<file path="config.mk">
export PLATFORM = sky130hd
export DESIGN_NAME = move_instruction_datapath
export DESIGN_NICKNAME = d
export VERILOG_FILES = /design/src/verilog/move_pkg.sv /design/src/verilog/move_instruction_datapath.sv /design/src/verilog/phase_counter.sv
export VERILOG_INCLUDE_DIRS = /design/src /design/src/verilog
export SDC_FILE = /design/constraint.sdc
export NUM_CORES = 1
export LEC_CHECK = 0
export BUFFER_PORTS_ARGS = -buffer_cell sky130_fd_sc_hd__buf_2
export CAP_MARGIN = 20
export CORE_MARGIN = 3
export CORE_UTILIZATION = 57
export CTS_BUF_LIST = sky130_fd_sc_hd__clkbuf_2 sky130_fd_sc_hd__clkbuf_4 sky130_fd_sc_hd__clkbuf_8
export DETAILED_ROUTE_END_ITERATION = 8
export PLACE_DENSITY_LB_ADDON = 0.08
export SLEW_MARGIN = 15
export SYNTH_ARGS = -nofsm -noshare
export SYNTH_HDL_FRONTEND = slang
export SYNTH_SLANG_ARGS = --single-unit
</file>
<file path="constraint.sdc">
create_clock -name clk -period 3.15 [get_ports clk]
set_input_delay 0.1575 -clock clk [delete_from_list [all_inputs] [get_ports clk]]
set_output_delay 0.1575 -clock clk [all_outputs]
set_load 0.02 [all_outputs]
</file>
<file path="src/verilog/move_consts.svh">
// Constants for the data-move instruction datapath
`ifndef MOVE_CONSTS_SVH
`define MOVE_CONSTS_SVH
// ==========================================
// Instruction fields
`define INSN_W 14
`define DATA_W 8
`define ADDR_W 7
`define LIT_TOP_MATCH 4'hC
`define COPY_TOP_MATCH 6'h08
`define STORE_TOP_MATCH 7'h01
`define TARGET_BIT 7
`define OPCODE_MSB 13
`define LIT_LSB 10
`define COPY_LSB 8
`define STORE_LSB 7
// ==========================================
// Timing
`define PHASE_COUNT 4
// ==========================================
// Reset values
`define ACC_RESET 8'h00
`define ZERO_FLAG_RESET 1'b0
`define INSN_RESET 14'h0000
`define DATA_RESET 8'h00
`define ZERO_BYTE 8'h00
`endif

</file>
<file path="src/verilog/move_pkg.sv">
// Types for the data-move instruction datapath
package move_pkg;
   typedef enum logic [3:0] {
      PH_DECODE = 4'b0001,
      PH_READ = 4'b0010,
      PH_PROCESS = 4'b0100,
      PH_WRITEBACK = 4'b1000
   } phase_e;
   typedef logic [7:0] byte_t;
   typedef logic [6:0] index_t;
endpackage

</file>
<file path="src/verilog/move_instruction_datapath.sv">
// Decode and execute of the three data-move instructions
`timescale 1ns/1ps
`include "move_consts.svh"

// Function
// - The load-immediate op puts its 8-bit literal into the accumulator, ignoring bits 9:8.
// - The copy-register op reads the file register named by its 7-bit index.
// - With target-select 0 the copy-register value goes to the accumulator only.
// - With target-select 1 the copy-register value is written back to the same register.
// - The copy-register op updates the zero flag from the moved value for either target.
// - Each op takes one cycle: decode, read, process, then write in the writeback phase.
module move_instruction_datapath
   import move_pkg::*;
#(
   parameter int INSN_W = `INSN_W,
   parameter int DATA_W = `DATA_W,
   parameter int ADDR_W = `ADDR_W
)
(
   input wire logic clk,
   input wire logic arst_n,
   input wire logic [`INSN_W-1:0] insn,
   output move_pkg::phase_e phase,
   output move_pkg::index_t file_addr,
   output logic file_rd,
   input wire logic [`DATA_W-1:0] file_rdata,
   output logic file_we,
   output move_pkg::byte_t file_wdata,
   output move_pkg::byte_t acc,
   output logic zero_flag,
   output logic zero_we
);
   import move_pkg::*;

   // ==========================================
   // Elaboration checks
   // Ports are typed from the package and the width macros, so the parameters may only restate those widths
   if (INSN_W != `INSN_W) begin : g_insn_w_check
      $error("INSN_W must equal the instruction word width");
   end
   if (DATA_W != $bits(byte_t)) begin : g_data_w_check
      $error("DATA_W must equal the byte type width");
   end
   if (ADDR_W != $bits(index_t)) begin : g_addr_w_check
      $error("ADDR_W must equal the register index width");
   end
   if (`OPCODE_MSB != INSN_W - 1) begin : g_opcode_check
      $error("The opcode field must end at the top of the word");
   end
   if (`TARGET_BIT != ADDR_W) begin : g_target_check
      $error("The target-select bit must sit just above the index");
   end
   if (`STORE_LSB != ADDR_W) begin : g_store_check
      $error("The store opcode must start just above the index");
   end
   if (`COPY_LSB != `TARGET_BIT + 1) begin : g_copy_check
      $error("The copy opcode must start just above the target-select bit");
   end
   if (DATA_W != `COPY_LSB) begin : g_literal_check
      $error("The literal must fill the bits below the opcode");
   end
   if (`LIT_LSB != `COPY_LSB + 2) begin : g_lit_check
      $error("The load opcode leaves exactly two don't-care bits");
   end
   if (`PHASE_COUNT != $bits(phase_e)) begin : g_phase_check
      $error("The phase type must hold one bit per phase");
   end

   // ==========================================
   // State and next values
   logic [INSN_W-1:0] insn_r;
   logic [INSN_W-1:0] insn_nxt;
   byte_t data_r;
   byte_t data_nxt;
   byte_t read_val;
   byte_t wdata_r;
   byte_t wdata_nxt;
   logic we_r;
   logic we_nxt;
   logic zwe_r;
   logic zwe_nxt;
   logic zero_r;
   logic zero_nxt;
   byte_t acc_r;
   byte_t acc_nxt;

   // ==========================================
   // Phase sequencing
   phase_counter u_phase (
      .clk(clk),
      .arst_n(arst_n),
      .phase(phase)
   );

   wire in_decode = (phase == PH_DECODE);
   wire in_read = (phase == PH_READ);
   wire in_process = (phase == PH_PROCESS);
   wire in_wb = (phase == PH_WRITEBACK);

   // ==========================================
   // Instruction latch
   // Taken at the end of decode so the fetch side may move on during the cycle
   assign insn_nxt = in_decode ? insn : insn_r;

   always_ff @(posedge clk or negedge arst_n) begin
      if (!arst_n) begin
         insn_r <= `INSN_RESET;
      end else begin
         insn_r <= insn_nxt;
      end
   end

   // ==========================================
   // Field extraction
   wire [`OPCODE_MSB-`LIT_LSB:0] lit_top = insn_r[`OPCODE_MSB:`LIT_LSB];
   wire [`OPCODE_MSB-`COPY_LSB:0] copy_top = insn_r[`OPCODE_MSB:`COPY_LSB];
   wire [`OPCODE_MSB-`STORE_LSB:0] store_top = insn_r[`OPCODE_MSB:`STORE_LSB];
   wire target_file = insn_r[`TARGET_BIT];
   wire [DATA_W-1:0] literal = insn_r[DATA_W-1:0];
   wire [ADDR_W-1:0] reg_index = insn_r[ADDR_W-1:0];

   // ==========================================
   // Opcode decode
   // The two don't-care bits of the load opcode sit below lit_top and never reach the match
   wire is_lit = (lit_top == `LIT_TOP_MATCH);
   wire is_copy = (copy_top == `COPY_TOP_MATCH);
   wire is_store = (store_top == `STORE_TOP_MATCH);
   wire copy_to_acc = is_copy && !target_file;
   wire copy_to_file = is_copy && target_file;
   wire loads_acc = is_lit || copy_to_acc;
   wire writes_file = copy_to_file || is_store;
   // Load and store leave the flag alone; any other code drives no strobe at all
   wire sets_zero = is_copy;

   assign file_addr = reg_index;
   assign file_rd = in_read && is_copy;

   // ==========================================
   // Read phase: pick the operand of this op
   assign read_val = is_lit ? literal : (is_store ? acc_r : file_rdata);
   assign data_nxt = in_read ? read_val : data_r;

   always_ff @(posedge clk or negedge arst_n) begin
      if (!arst_n) begin
         data_r <= `DATA_RESET;
      end else begin
         data_r <= data_nxt;
      end
   end

   // ==========================================
   // Process phase
   // Strobes, data and flag are formed here so they stand from flops through writeback
   assign we_nxt = in_process && writes_file;
   assign zwe_nxt = in_process && sets_zero;
   assign wdata_nxt = in_process ? data_r : wdata_r;
   assign zero_nxt = (in_process && sets_zero) ? (data_r == `ZERO_BYTE) : zero_r;

   always_ff @(posedge clk or negedge arst_n) begin
      if (!arst_n) begin
         we_r <= 1'b0;
      end else begin
         we_r <= we_nxt;
      end
   end

   always_ff @(posedge clk or negedge arst_n) begin
      if (!arst_n) begin
         zwe_r <= 1'b0;
      end else begin
         zwe_r <= zwe_nxt;
      end
   end

   always_ff @(posedge clk or negedge arst_n) begin
      if (!arst_n) begin
         wdata_r <= `DATA_RESET;
      end else begin
         wdata_r <= wdata_nxt;
      end
   end

   // Kept here for observation; the status register owns the real bit
   always_ff @(posedge clk or negedge arst_n) begin
      if (!arst_n) begin
         zero_r <= `ZERO_FLAG_RESET;
      end else begin
         zero_r <= zero_nxt;
      end
   end

   // ==========================================
   // Writeback: the accumulator commits on the edge that ends the cycle
   assign acc_nxt = (in_wb && loads_acc) ? wdata_r : acc_r;

   always_ff @(posedge clk or negedge arst_n) begin
      if (!arst_n) begin
         acc_r <= `ACC_RESET;
      end else begin
         acc_r <= acc_nxt;
      end
   end

   // ==========================================
   // Outputs
   assign file_we = we_r;
   assign file_wdata = wdata_r;
   assign acc = acc_r;
   assign zero_flag = zero_r;
   assign zero_we = zwe_r;
endmodule

</file>
<file path="src/verilog/phase_counter.sv">
// Four-phase instruction cycle sequencer
`timescale 1ns/1ps
module phase_counter
   import move_pkg::*;
(
   input wire logic clk,
   input wire logic arst_n,
   output move_pkg::phase_e phase
);
   phase_e phase_r;
   phase_e phase_nxt;

   // ==========================================
   // One instruction cycle is four clock phases
   always_comb begin
      case (phase_r)
         PH_DECODE: phase_nxt = PH_READ;
         PH_READ: phase_nxt = PH_PROCESS;
         PH_PROCESS: phase_nxt = PH_WRITEBACK;
         PH_WRITEBACK: phase_nxt = PH_DECODE;
         default: phase_nxt = PH_DECODE;
      endcase
   end

   always_ff @(posedge clk or negedge arst_n) begin
      if (!arst_n) begin
         phase_r <= PH_DECODE;
      end else begin
         phase_r <= phase_nxt;
      end
   end

   assign phase = phase_r;
endmodule
</file>
# [Word level (Yosys, flattened, before mapping)]
# Cells that the tools add are included.
[op_classes] n_addsub=0 n_mul=0 div=0 n_lt_le_gt_ge=0 eq_ne=7 shift=0 mux=3 n_bitwise=0 n_reduce_logical=10
[op_table] op="8-bit two-way mux" count=2
[op_table] op="4-bit one-hot mux with 3 select lines" count=1
[op_table] op="4-bit == test, second input constant" count=2
[op_table] op="8-bit logical NOT" count=1
[op_table] op="7-bit by 1-bit == test with 1-bit output, second input constant" count=1
[op_table] op="6-bit by 4-bit == test with 1-bit output, second input constant" count=1
[op_table] op="1-bit logical AND" count=6
[op_table] op="4-bit by 1-bit == test with 1-bit output, second input constant" count=1
[op_table] op="4-bit by 2-bit == test with 1-bit output, second input constant" count=1
[op_table] op="4-bit by 3-bit == test with 1-bit output, second input constant" count=1
[op_table] op="1-bit logical OR" count=2
[op_table] op="1-bit logical NOT" count=1
[totals] register_bits=45 latch_bits=0 ramBits=0 romBits=0 inputBits=24 output_inout_bits=31 elab_cells=28 memories=0

# [Logic depth before layout (Yosys ltp)]
# Gate-level depths: netlist of run 1.
[depth] word_depth=4 mapped_depth=5 ltp_nobuf=4

# [By module]
# Synthesis of run 1 repeated with hierarchy kept, for this count alone.
[hier_totals] hier_cells=148 area_unflattened_um2=1925.6
[modules_own_cells] mod="move_instruction_datapath" n_inst=1 cells_per_inst=137 area_each_um2=1773.0 seq_area_each_um2=1026.0
[modules_own_cells] mod="phase_counter" n_inst=1 cells_per_inst=11 area_each_um2=152.6 seq_area_each_um2=101.3

# [Worst setup path before layout of run 1]
# Ideal clock, no wire load.
[synth_path] path_type="reg2reg" from="register insn_r[12]" to="register data_r[6]" setup_time_ns=0.104 arrival_time_ns=1.852 required_time_ns=3.046 slack_ns=1.194 path_stages_with_launch=6 n_path_buf=1 synth_period_minus_slack_ns=1.956 cell_sequence="dfrtp_1 or4_4 or4_4 buf_6 mux2i_1 a221oi_1"
[synth_via] elab_chain_len=3 word_cells_on_any_way=4 classes_between="2 x eq/ne; 2 x mux"
[synth_lines] element="from (decl)" line_no="move_instruction_datapath.sv:71" text="logic [INSN_W-1:0] insn_r;"
[synth_lines] element="from (signal assigned)" line_no="move_instruction_datapath.sv:107" text="insn_r <= `INSN_RESET;"
[synth_lines] element="from (signal assigned)" line_no="move_instruction_datapath.sv:109" text="insn_r <= insn_nxt;"
[synth_lines] element="7-bit by 1-bit == test with 1-bit output (no line)"
[synth_lines] element="8-bit two-way mux" line_no="move_instruction_datapath.sv:140" text="assign read_val = is_lit ? literal : (is_store ? acc_r : file_rdata);"
[synth_lines] element="8-bit two-way mux *" line_no="move_instruction_datapath.sv:140"
[synth_lines] element="to (signal assigned)" line_no="move_instruction_datapath.sv:145" text="data_r <= `DATA_RESET;"
[synth_lines] element="to (signal assigned)" line_no="move_instruction_datapath.sv:147" text="data_r <= data_nxt;"
[synth_lines] element="to (decl)" line_no="move_instruction_datapath.sv:73" text="byte_t data_r;"
# Mark *: on every way between the ends. The rest lies on a longest branch, timed or not.
# A chain may end at the register's enable or synchronous reset.

# [Worst setup path after layout of run 1]
[layout_path] from="register u_phase.phase_r[3], in the netlist u_phase.phase[3]" to="register data_r[6]"
[layout_via] elab_chain_len=1
[layout_lines] element="from (decl)" line_no="phase_counter.sv:10" text="phase_e phase_r;"
[layout_lines] element="from (signal assigned)" line_no="phase_counter.sv:29" text="phase_r <= phase_nxt;"
[layout_lines] element="4-bit by 2-bit == test with 1-bit output" line_no="move_instruction_datapath.sv:96" text="wire in_read = (phase == PH_READ);"
# Every way passes these cells.

==> results of run 1 <==
## critical path, cell delays in order, from the launching register on
cell,delay [ps]
dfrtp_1,460
or4b_2,720
a31oi_1,610
a221oi_1,220
## worst min-delay path by stage
stage                 start         end  slack [ps]  depth (start not counted)
finish              insn[2]   insn_r[2]           8                          3
global route        insn[4]   insn_r[4]          20                          3
CTS                 insn[5]   insn_r[5]           7                          3
detailed placement   arst_n  insn_r[11]         360                          1
global placement     arst_n     file_we         340                          1
floorplan            arst_n      acc[0]        -140                          0
## area by class of cell
cell class                 count  area, um2
sequential                    45       1130
fill                         246        878
multi-input combinational     84        674
timing repair buffer          57        295
clock buffer                   8       60.1
tap                           44       55.1
inverter                      10       37.5
## sequential cells by signal, indices dropped and copies added, names as in the netlist
register,flops
data_r,8
acc,8
insn_r,14
zero_we,1
file_wdata,8
zero_flag,1
file_we,1
u_phase.phase,4
## cells by family after synthesis
kind of cell	share of synthesized area
muxes	0.178
buffers and inverters	0.0593
AOI/OAI and AO/OA	0.0672
DFF	0.594
and+or+nand+nor	0.102
## through the flow
step	instance area, um2	cells
2_1_floorplan	1900	150
3_3_place_gp	2180	239
3_5_place_dp	2180	239
4_1_cts	2250	248
5_1_grt	2250	248
6_report	2250	248
## power groups by stage
stage                logic, W  clock network [W]  registers, W
global route         0.000158           0.000308      0.000656
finish               0.000144           0.000281      0.000649
global placement     0.000141                  0      0.000657
floorplan           0.0000578                  0      0.000685
CTS                  0.000147           0.000283      0.000649
detailed placement   0.000146                  0      0.000660
## cell usage in the layout (no fill, tap or decap)
| cell type | netlist | routed |
|---|---|---|
| buf_2 | 0 | 54 |
| dfrtp_1 | 44 | 44 |
| mux2_2 | 22 | 22 |
| nor2_1 | 11 | 11 |
| inv_1 | 9 | 9 |
| nand2_1 | 9 | 9 |
| mux2i_1 | 9 | 9 |
| o21ai_0 | 8 | 8 |
| a221oi_1 | 8 | 8 |
| clkbuf_4 | 0 | 8 |
| nor4_1 | 3 | 3 |
| nor3_1 | 2 | 2 |
| or4_4 | 2 | 2 |
| and3_1 | 2 | 2 |
| buf_4 | 7 | 2 |
| nor4b_2 | 1 | 1 |
| or4b_2 | 1 | 1 |
| inv_2 | 1 | 1 |
| nor4b_4 | 0 | 1 |
| nand2b_1 | 1 | 1 |
| a31oi_1 | 1 | 1 |
| nand3_1 | 1 | 1 |
| or4b_1 | 1 | 1 |
| o21bai_2 | 1 | 1 |
| dlygate4sd3_1 | 0 | 1 |
| dfstp_2 | 1 | 1 |
## layer usage
metal / vias to the layer above / GRT usage / share of wire
li1: 632 / - / -
met1: 673 / 0.262 / 0.44
met2: 39 / 0.368 / 0.50
met3: 9 / 0.0410 / 0.050
met4: 0 / 0.0701 / 0.016
met5: - / 0 / 0
==> flow_metrics.env, run 1 <==
export IMPL_die_area_um2=4060
export IMPL_end_kind="register"
export IMPL_synth_edf_count=0
export IMPL_report_final_slew_viol_count=0
export IMPL_cts_root_buf="clkbuf_4"
export IMPL_crit_end="data_r[6]"
export IMPL_rows=20
export IMPL_ios=55
export IMPL_async_flop_share=1.00
export IMPL_comb_power_share=0.134
export IMPL_synthCells=150
export IMPL_drv_cap=0
export IMPL_tightest_slew_ps=939
export IMPL_sw_frac_of_total=0.260
export IMPL_p_int_w=0.000796
export IMPL_p_total_w=0.00107
export IMPL_seq_area_frac_synth=0.594
export IMPL_start_util=0.607
export IMPL_postRouteWirelength_um=3920
export IMPL_grt_usage=0.211
export IMPL_slew_headroom=0.374
export IMPL_diodes=0
export IMPL_crit_start="u_phase.phase[3]"
export IMPL_synthDistinctLibCells=25
export IMPL_synth_flop_cell="dfrtp_1"
export IMPL_final_util=0.719
export IMPL_hold_worst_slack_ps=7.55
export IMPL_postCtsHoldBufs=1
export IMPL_place_ws_ps=1020
export IMPL_numCtsBuffers=5
export IMPL_synthTopCellsByCount="dfrtp_1, mux2_2, nor2_1"
export IMPL_period_minus_slack_ps=2170
export IMPL_synth_largest_area_cell="dfrtp_1"
export IMPL_worstPathRequired_ps=3340
export IMPL_gr_total_overflow=0
export IMPL_dr_total_vias=1353
export IMPL_cts_sinks=45
export IMPL_status="completed"
export IMPL_worstSetupPathType="reg2reg"
export IMPL_power_share_clock=0.262
export IMPL_rsz0062_at_grt="no"
export IMPL_drt_iter0_drc=46
export IMPL_cp_max_fo=8
export IMPL_p_sw_w=0.000279
export IMPL_synth_top_area_share=0.580
export IMPL_synth_area_leaders="dfrtp_1, mux2_2, mux2i_1"
export IMPL_r2r_slack_ps=980
export IMPL_grt_max_degree=46
export IMPL_r2r_end="data_r[6]"
export IMPL_final_nets=227
export IMPL_crit_arrival_ps=2360
export IMPL_regToRegStartpoint="u_phase.phase[3]"
export IMPL_post_drt_wl_per_cell_um=15.8
export IMPL_fin_ws_ps=978
export IMPL_critPathLaunchType="register"
export IMPL_die_y_um=63.7
export IMPL_p_seq_frac=0.604
export IMPL_fmax_ghz=0.460
export IMPL_cts_tree="built"
export IMPL_gp_congestion=0.727
export IMPL_drive_above_1_share=0.461
export IMPL_hold_class="in2reg"
export IMPL_viasPerCell=5.46
export IMPL_grt_pass1_wl_um=6540
export IMPL_hold_viol=0
export IMPL_clock_latency_ps=350
export IMPL_ctsResizeCount=0
export IMPL_r2r_cells=3
export IMPL_cellPowerDensity_nw_per_um2=478
export IMPL_setup_tns_ps=0
export IMPL_dieWidth_um=63.7
export IMPL_core_um2=3130
export IMPL_area_growth_pct=18.4
export IMPL_clockBufferDepth=2
export IMPL_fin_skew_ps=5.50
export IMPL_cts_setup_buffers=0
export IMPL_ys_ff_latch=45
export IMPL_drc=0
export IMPL_setup_viol=0
export IMPL_final_period_utilization=0.690
export IMPL_hpwl_um=2820
export IMPL_io_buffers=54
export IMPL_synth_warnings=0
export IMPL_syn_avg_cell_area_um2=12.7
export IMPL_ant_nets=0
export IMPL_drt_pass1_iter_count=4
export IMPL_p_leak_nw=1.17
export IMPL_irDropWorstVdd_mv=0.313
export IMPL_synth_area_um2=1900
export IMPL_antenna_found_initial=0
export IMPL_grt_pass1_vias=1386
export IMPL_syn_nets=174
export IMPL_yosysMostFrequentCell="dfrtp_1"
export IMPL_cts_htree_levels=2
export IMPL_clkSlewWorstSetupHoldPaths_ps=120
Power figures use the tool's default switching activity.
==> run 2, diff against run 1 <==
CORE_UTILIZATION = 53   (was 57)
clock period = 2 ns   (was 3.15 ns; I/O delays follow)
==> run 2 against run 1 <==
  * Clock power is 89% higher
  * The run now ends with setup timing left
  * Clock-buffer cell count down 3
  * Critical path type unchanged
  * Sequential share of layout area is 6.0 points lower
==> flow_metrics.env, run 2 (synthesis gave the netlist of run 1 again) <==
export IMPL_drt_iter0_drc=72
export IMPL_comb_power_share=0.144
export IMPL_final_util=0.754
export IMPL_cp_max_fo=8
export IMPL_viasPerCell=5.18
export IMPL_period_minus_slack_ps=2050
export IMPL_die_y_um=65.9
export IMPL_cts_htree_levels=2
export IMPL_cts_root_buf="clkbuf_4"
export IMPL_gr_total_overflow=0
export IMPL_report_final_slew_viol_count=0
export IMPL_p_leak_nw=1.33
export IMPL_status="complete, but fails checks"
export IMPL_critPathTopFamily="simple AND/OR/NAND/NOR gates"
export IMPL_diodes=0
export IMPL_largest_reg_flops=14
export IMPL_fin_skew_ps=8.88
export IMPL_dr_total_vias=1435
export IMPL_critPathLaunchType="register"
export IMPL_slew_headroom=0.636
export IMPL_io_buffers=54
export IMPL_final_cell_mix="buf_2, dfrtp_1, mux2_2, buf_4, dlygate4sd3_1"
export IMPL_hold_class="in2reg"
export IMPL_antenna_found_initial=0
export IMPL_clkSlewWorstSetupHoldPaths_ps=120
export IMPL_setup_tns_ps=-222
export IMPL_p_sw_w=0.000460
export IMPL_power_share_clock=0.293
export IMPL_grt_pass1_vias=1447
export IMPL_tightest_slew_ps=546
export IMPL_fillers=244
export IMPL_crit_buf_inv=0
export IMPL_setup_viol=7
export IMPL_drt_pass1_iter_count=4
export IMPL_irDropWorstVdd_mv=0.517
export IMPL_post_drt_wl_per_cell_um=15.0
export IMPL_crit_top_cell="or4_4"
export IMPL_sw_frac_of_total=0.254
export IMPL_end_kind="register"
export IMPL_cts_sinks=45
export IMPL_postRouteWirelength_um=4150
export IMPL_final_period_utilization=1.03
export IMPL_p_seq_frac=0.564
export IMPL_cts_tree="built"
export IMPL_grt_usage=0.215
export IMPL_ant_nets=0
export IMPL_final_common_cell="buf_2"
export IMPL_rsz0062_at_grt="yes"
export IMPL_worstSetupPathType="reg2reg"
export IMPL_worstPathCellList="or4_4 -> or4_4 -> mux2i_1 -> a221oi_1"
export IMPL_final_nets=255
export IMPL_area_growth_pct=34.6
export IMPL_fin_ws_ps=-50.2
export IMPL_grt_max_degree=46
export IMPL_worstPathRequired_ps=2260
export IMPL_drive_above_1_share=0.485
export IMPL_start_util=0.560
export IMPL_p_int_w=0.00135
export IMPL_top_register="insn_r"
export IMPL_core_um2=3390
export IMPL_ios=55
export IMPL_dieWidth_um=65.9
export IMPL_clockBufferDepth=2
export IMPL_gp_congestion=0.757
export IMPL_slowest_stage="or4_4"
export IMPL_slowest_delay_ps=600
export IMPL_drc=0
export IMPL_grt_pass1_wl_um=6830
export IMPL_drv_cap=0
export IMPL_fmax_ghz=0.488
export IMPL_cellPowerDensity_nw_per_um2=709
export IMPL_die_area_um2=4340
export IMPL_failed_checks="setup timing"
export IMPL_hold_viol=0
export IMPL_crit_arrival_ps=2310
export IMPL_clock_latency_ps=360
export IMPL_rows=21
export IMPL_hpwl_um=2840
export IMPL_numCtsBuffers=5
-- run 2: metal layers --
layer,vias up,GRT usage,share of wire
met2,47,0.348,0.49
met3,6,0.0663,0.069
met4,0,0.0648,0.012
met5,-,0,0
met1,699,0.277,0.43
li1,683,-,-
-- run 2: path summary, 6_finish.rpt --
path | cells past startpoint | slack [ps] | to | start
min in group asynchronous | 3 | 330 | acc[3] | arst_n
max | 4 | -50 | data_r[1] | insn_r[8]
max reg2reg | 4 | -50 | data_r[1] | insn_r[8]
min reg2reg | 1 | 530 | insn_r[9] | insn_r[9]
max in group asynchronous | 3 | 1290 | insn_r[8] | arst_n
min | 3 | 80 | data_r[0] | file_rdata[0]
-- run 2: area by class of cell --
type / instances / area [um2] / share of cell area
Tap cell: 46 / 57.6 / 0.0225
Clock buffer: 5 / 37.5 / 0.0147
Clock inverter: 2 / 35.0 / 0.0137
Inverter: 10 / 37.5 / 0.0147
Timing Repair Buffer: 85 / 547 / 0.214
Multi-Input combinational cell: 84 / 714 / 0.279
Sequential cell: 45 / 1130 / 0.441
-- run 2: power groups by stage --
stage	sequential [W]	combinational, W	clock (W)
floorplan	0.00108	0.0000910	0
global placement	0.00104	0.000227	0
detailed placement	0.00104	0.000233	0
CTS	0.00102	0.000255	0.000539
global route	0.00103	0.000283	0.000595
finish	0.00102	0.000260	0.000530
-- run 2: timing repair --
item,4_1_cts,5_1_grt
hold endpoints to repair,58,0
setup endpoints to repair,2,17
pin swaps,0,5
hold buffers,15,0
setup buffers,0,3
resized for setup,3,6
-- run 2: worst reg2reg max path, cell delays in order (launching register included) --
cell and delay, ps:
dfrtp_1 400, or4_4 550, or4_4 600, mux2i_1 160, a221oi_1 240
-- run 2: through the flow --
step | std cells | area, um2 | total power, W | setup slack (ps) | hold slack, ps
4_1_cts | 274 | 2500 | 0.00182 | -21.8 | 73.3
3_3_place_gp | 252 | 2260 | 0.00126 | 32.1 | 201
3_5_place_dp | 252 | 2260 | 0.00127 | 6.13 | 207
5_1_grt | 277 | 2560 | 0.00191 | -99.7 | 53.9
2_1_floorplan | 150 | 1900 | 0.00117 | 44.3 | -196
6_report | 277 | 2560 | 0.00181 | -50.2 | 82.8
==> run 3, diff against run 2 <==
SKIP_CTS_REPAIR_TIMING = 1   (was unset)
==> run 3 against run 2 <==
  * The flow still finishes with violations (setup timing)
  * Clock skew shrank 1.4 ps
  * Critical path depth is the same
  * Worst hold slack gained 8.3 ps
  * Clock power shrank 0.8%
  * Critical path type unchanged
  * Largest cell class unchanged
  * Highest routed layer unchanged
==> flow_metrics.env, run 3 (synthesis gave the netlist of run 1 again) <==
export IMPL_die_y_um=65.9
export IMPL_place_area_um2=2260
export IMPL_core_um2=3390
export IMPL_grt_usage=0.205
export IMPL_drc=0
export IMPL_worstPathRequired_ps=2260
export IMPL_grt_pass1_vias=1351
export IMPL_gr_total_overflow=0
export IMPL_dieWidth_um=65.9
export IMPL_viasPerCell=5.17
export IMPL_final_nets=252
export IMPL_p_leak_nw=1.31
export IMPL_multiInputGateArea_um2=708
export IMPL_hpwl_um=2840
export IMPL_slowest_stage="or4_4"
export IMPL_fmax_ghz=0.494
export IMPL_final_common_cell="buf_2"
export IMPL_top_register="insn_r"
export IMPL_regArea_um2=1130
export IMPL_report_final_slew_viol_count=0
export IMPL_slew_headroom=0.636
export IMPL_cts_tree="built"
export IMPL_io_buffers=54
export IMPL_die_area_um2=4340
export IMPL_gp_congestion=0.757
export IMPL_fin_ws_ps=-22.5
export IMPL_crit_arrival_ps=2290
export IMPL_crit_start="insn_r[9]"
export IMPL_worstSetupPathType="reg2reg"
export IMPL_fillers=249
export IMPL_cts_sinks=45
export IMPL_clkSlewWorstSetupHoldPaths_ps=120
export IMPL_regToRegStartpoint="insn_r[9]"
export IMPL_cellPowerDensity_nw_per_um2=714
export IMPL_slowest_delay_ps=570
export IMPL_crit_top_cell="or4_4"
export IMPL_final_cell_mix="buf_2, dfrtp_1, mux2_2, dlygate4sd3_1, buf_4"
export IMPL_numCtsBuffers=5
export IMPL_hold_class="in2reg"
export IMPL_failed_checks="setup timing"
export IMPL_ant_nets=0
export IMPL_crit_buf_inv=0
export IMPL_drt_iter0_drc=71
export IMPL_min_to="data_r[0]"
export IMPL_postRouteWirelength_um=4050
export IMPL_critPathLaunchType="register"
export IMPL_diodes=0
export IMPL_r2r_end="data_r[6]"
export IMPL_start_util=0.560
export IMPL_drv_cap=0
export IMPL_cts_htree_levels=2
export IMPL_r2r_slack_ps=-20
export IMPL_grt_max_degree=46
export IMPL_tightest_slew_ps=546
export IMPL_worstPathCellList="or4_4 -> or4_4 -> mux2i_1 -> a221oi_1"
export IMPL_rsz0062_at_grt="yes"
export IMPL_r2r_cells=4
export IMPL_critPathTopFamily="simple AND/OR/NAND/NOR gates"
export IMPL_area_growth_pct=33.1
export IMPL_rows=21
export IMPL_fin_skew_ps=7.48
export IMPL_grt_pass1_wl_um=6500
export IMPL_hold_depth=3
export IMPL_clock_latency_ps=350
export IMPL_end_kind="register"
export IMPL_cp_max_fo=8
export IMPL_hold_viol=0
export IMPL_clockBufferDepth=2
export IMPL_ios=55
export IMPL_status="complete, but fails checks"
export IMPL_irDropWorstVdd_mv=0.516
export IMPL_period_minus_slack_ps=2020
export IMPL_setup_tns_ps=-23.2
export IMPL_min_from="file_rdata[0]"
export IMPL_finalInstanceArea_um2=2530
export IMPL_cts_root_buf="clkbuf_4"
export IMPL_largest_reg_flops=14
export IMPL_drive_above_1_share=0.478
export IMPL_setup_viol=2
export IMPL_final_period_utilization=1.01
export IMPL_post_drt_wl_per_cell_um=14.8
export IMPL_dr_total_vias=1417
export IMPL_drt_pass1_iter_count=4
export IMPL_antenna_found_initial=0
run 3: cell count changes in the layout (fill, tap and decap cells not counted), sizes merged:
cell / change
buf: -3
run 3: worst max-delay path by stage:
stage | to | slack, ps | cells after the start
after floorplan | data_r[6] | 40 | 5
after global placement | data_r[6] | 30 | 4
after detailed placement | data_r[6] | 6 | 4
after CTS | file_rd | -180 | 4
after global routing | data_r[6] | -70 | 4
final | data_r[6] | -20 | 4
run 3: area by class of cell:
cell class | instances | area share
tap | 46 | 0.0228
clock buffer | 5 | 0.0149
multi-input combinational | 84 | 0.280
timing repair buffer | 82 | 0.207
clock inverter | 2 | 0.0139
sequential | 45 | 0.446
inverter | 10 | 0.0149
run 3: where the power goes:
part           leakage [nW]  switching [W]  internal [W]  total, W
clock network        0.0410       0.000271      0.000255  0.000526
registers             0.545      0.0000474      0.000974   0.00102
logic                 0.724       0.000136      0.000121  0.000257
run 3: layer usage:
layer	global-route usage	share of wire	wire length (um)	vias to the layer above
li1	-	-	-	680
met1	0.269	0.43	1760	685
met2	0.322	0.49	1980	47
met3	0.0680	0.066	269	5
met4	0.0648	0.011	46	0
met5	0	0	0	-
run 3: worst reg2reg max path, cell delays in order (launching register included):
cell	delay, ps
dfrtp_1	390
or4_4	570
or4_4	540
mux2i_1	160
a221oi_1	280
run 3: stage by stage:
step           total power [W]  setup slack, ps  hold slack, ps  utilization  std cells
5_1_grt                0.00191            -66.3            54.2        0.746        274
6_report               0.00180            -22.5            91.1        0.746        274
4_1_cts                0.00179             -182            -189        0.690        259
2_1_floorplan          0.00117             44.3            -196            -        150
3_3_place_gp           0.00126             32.1             201        0.668        252
3_5_place_dp           0.00127             6.13             207        0.668        252
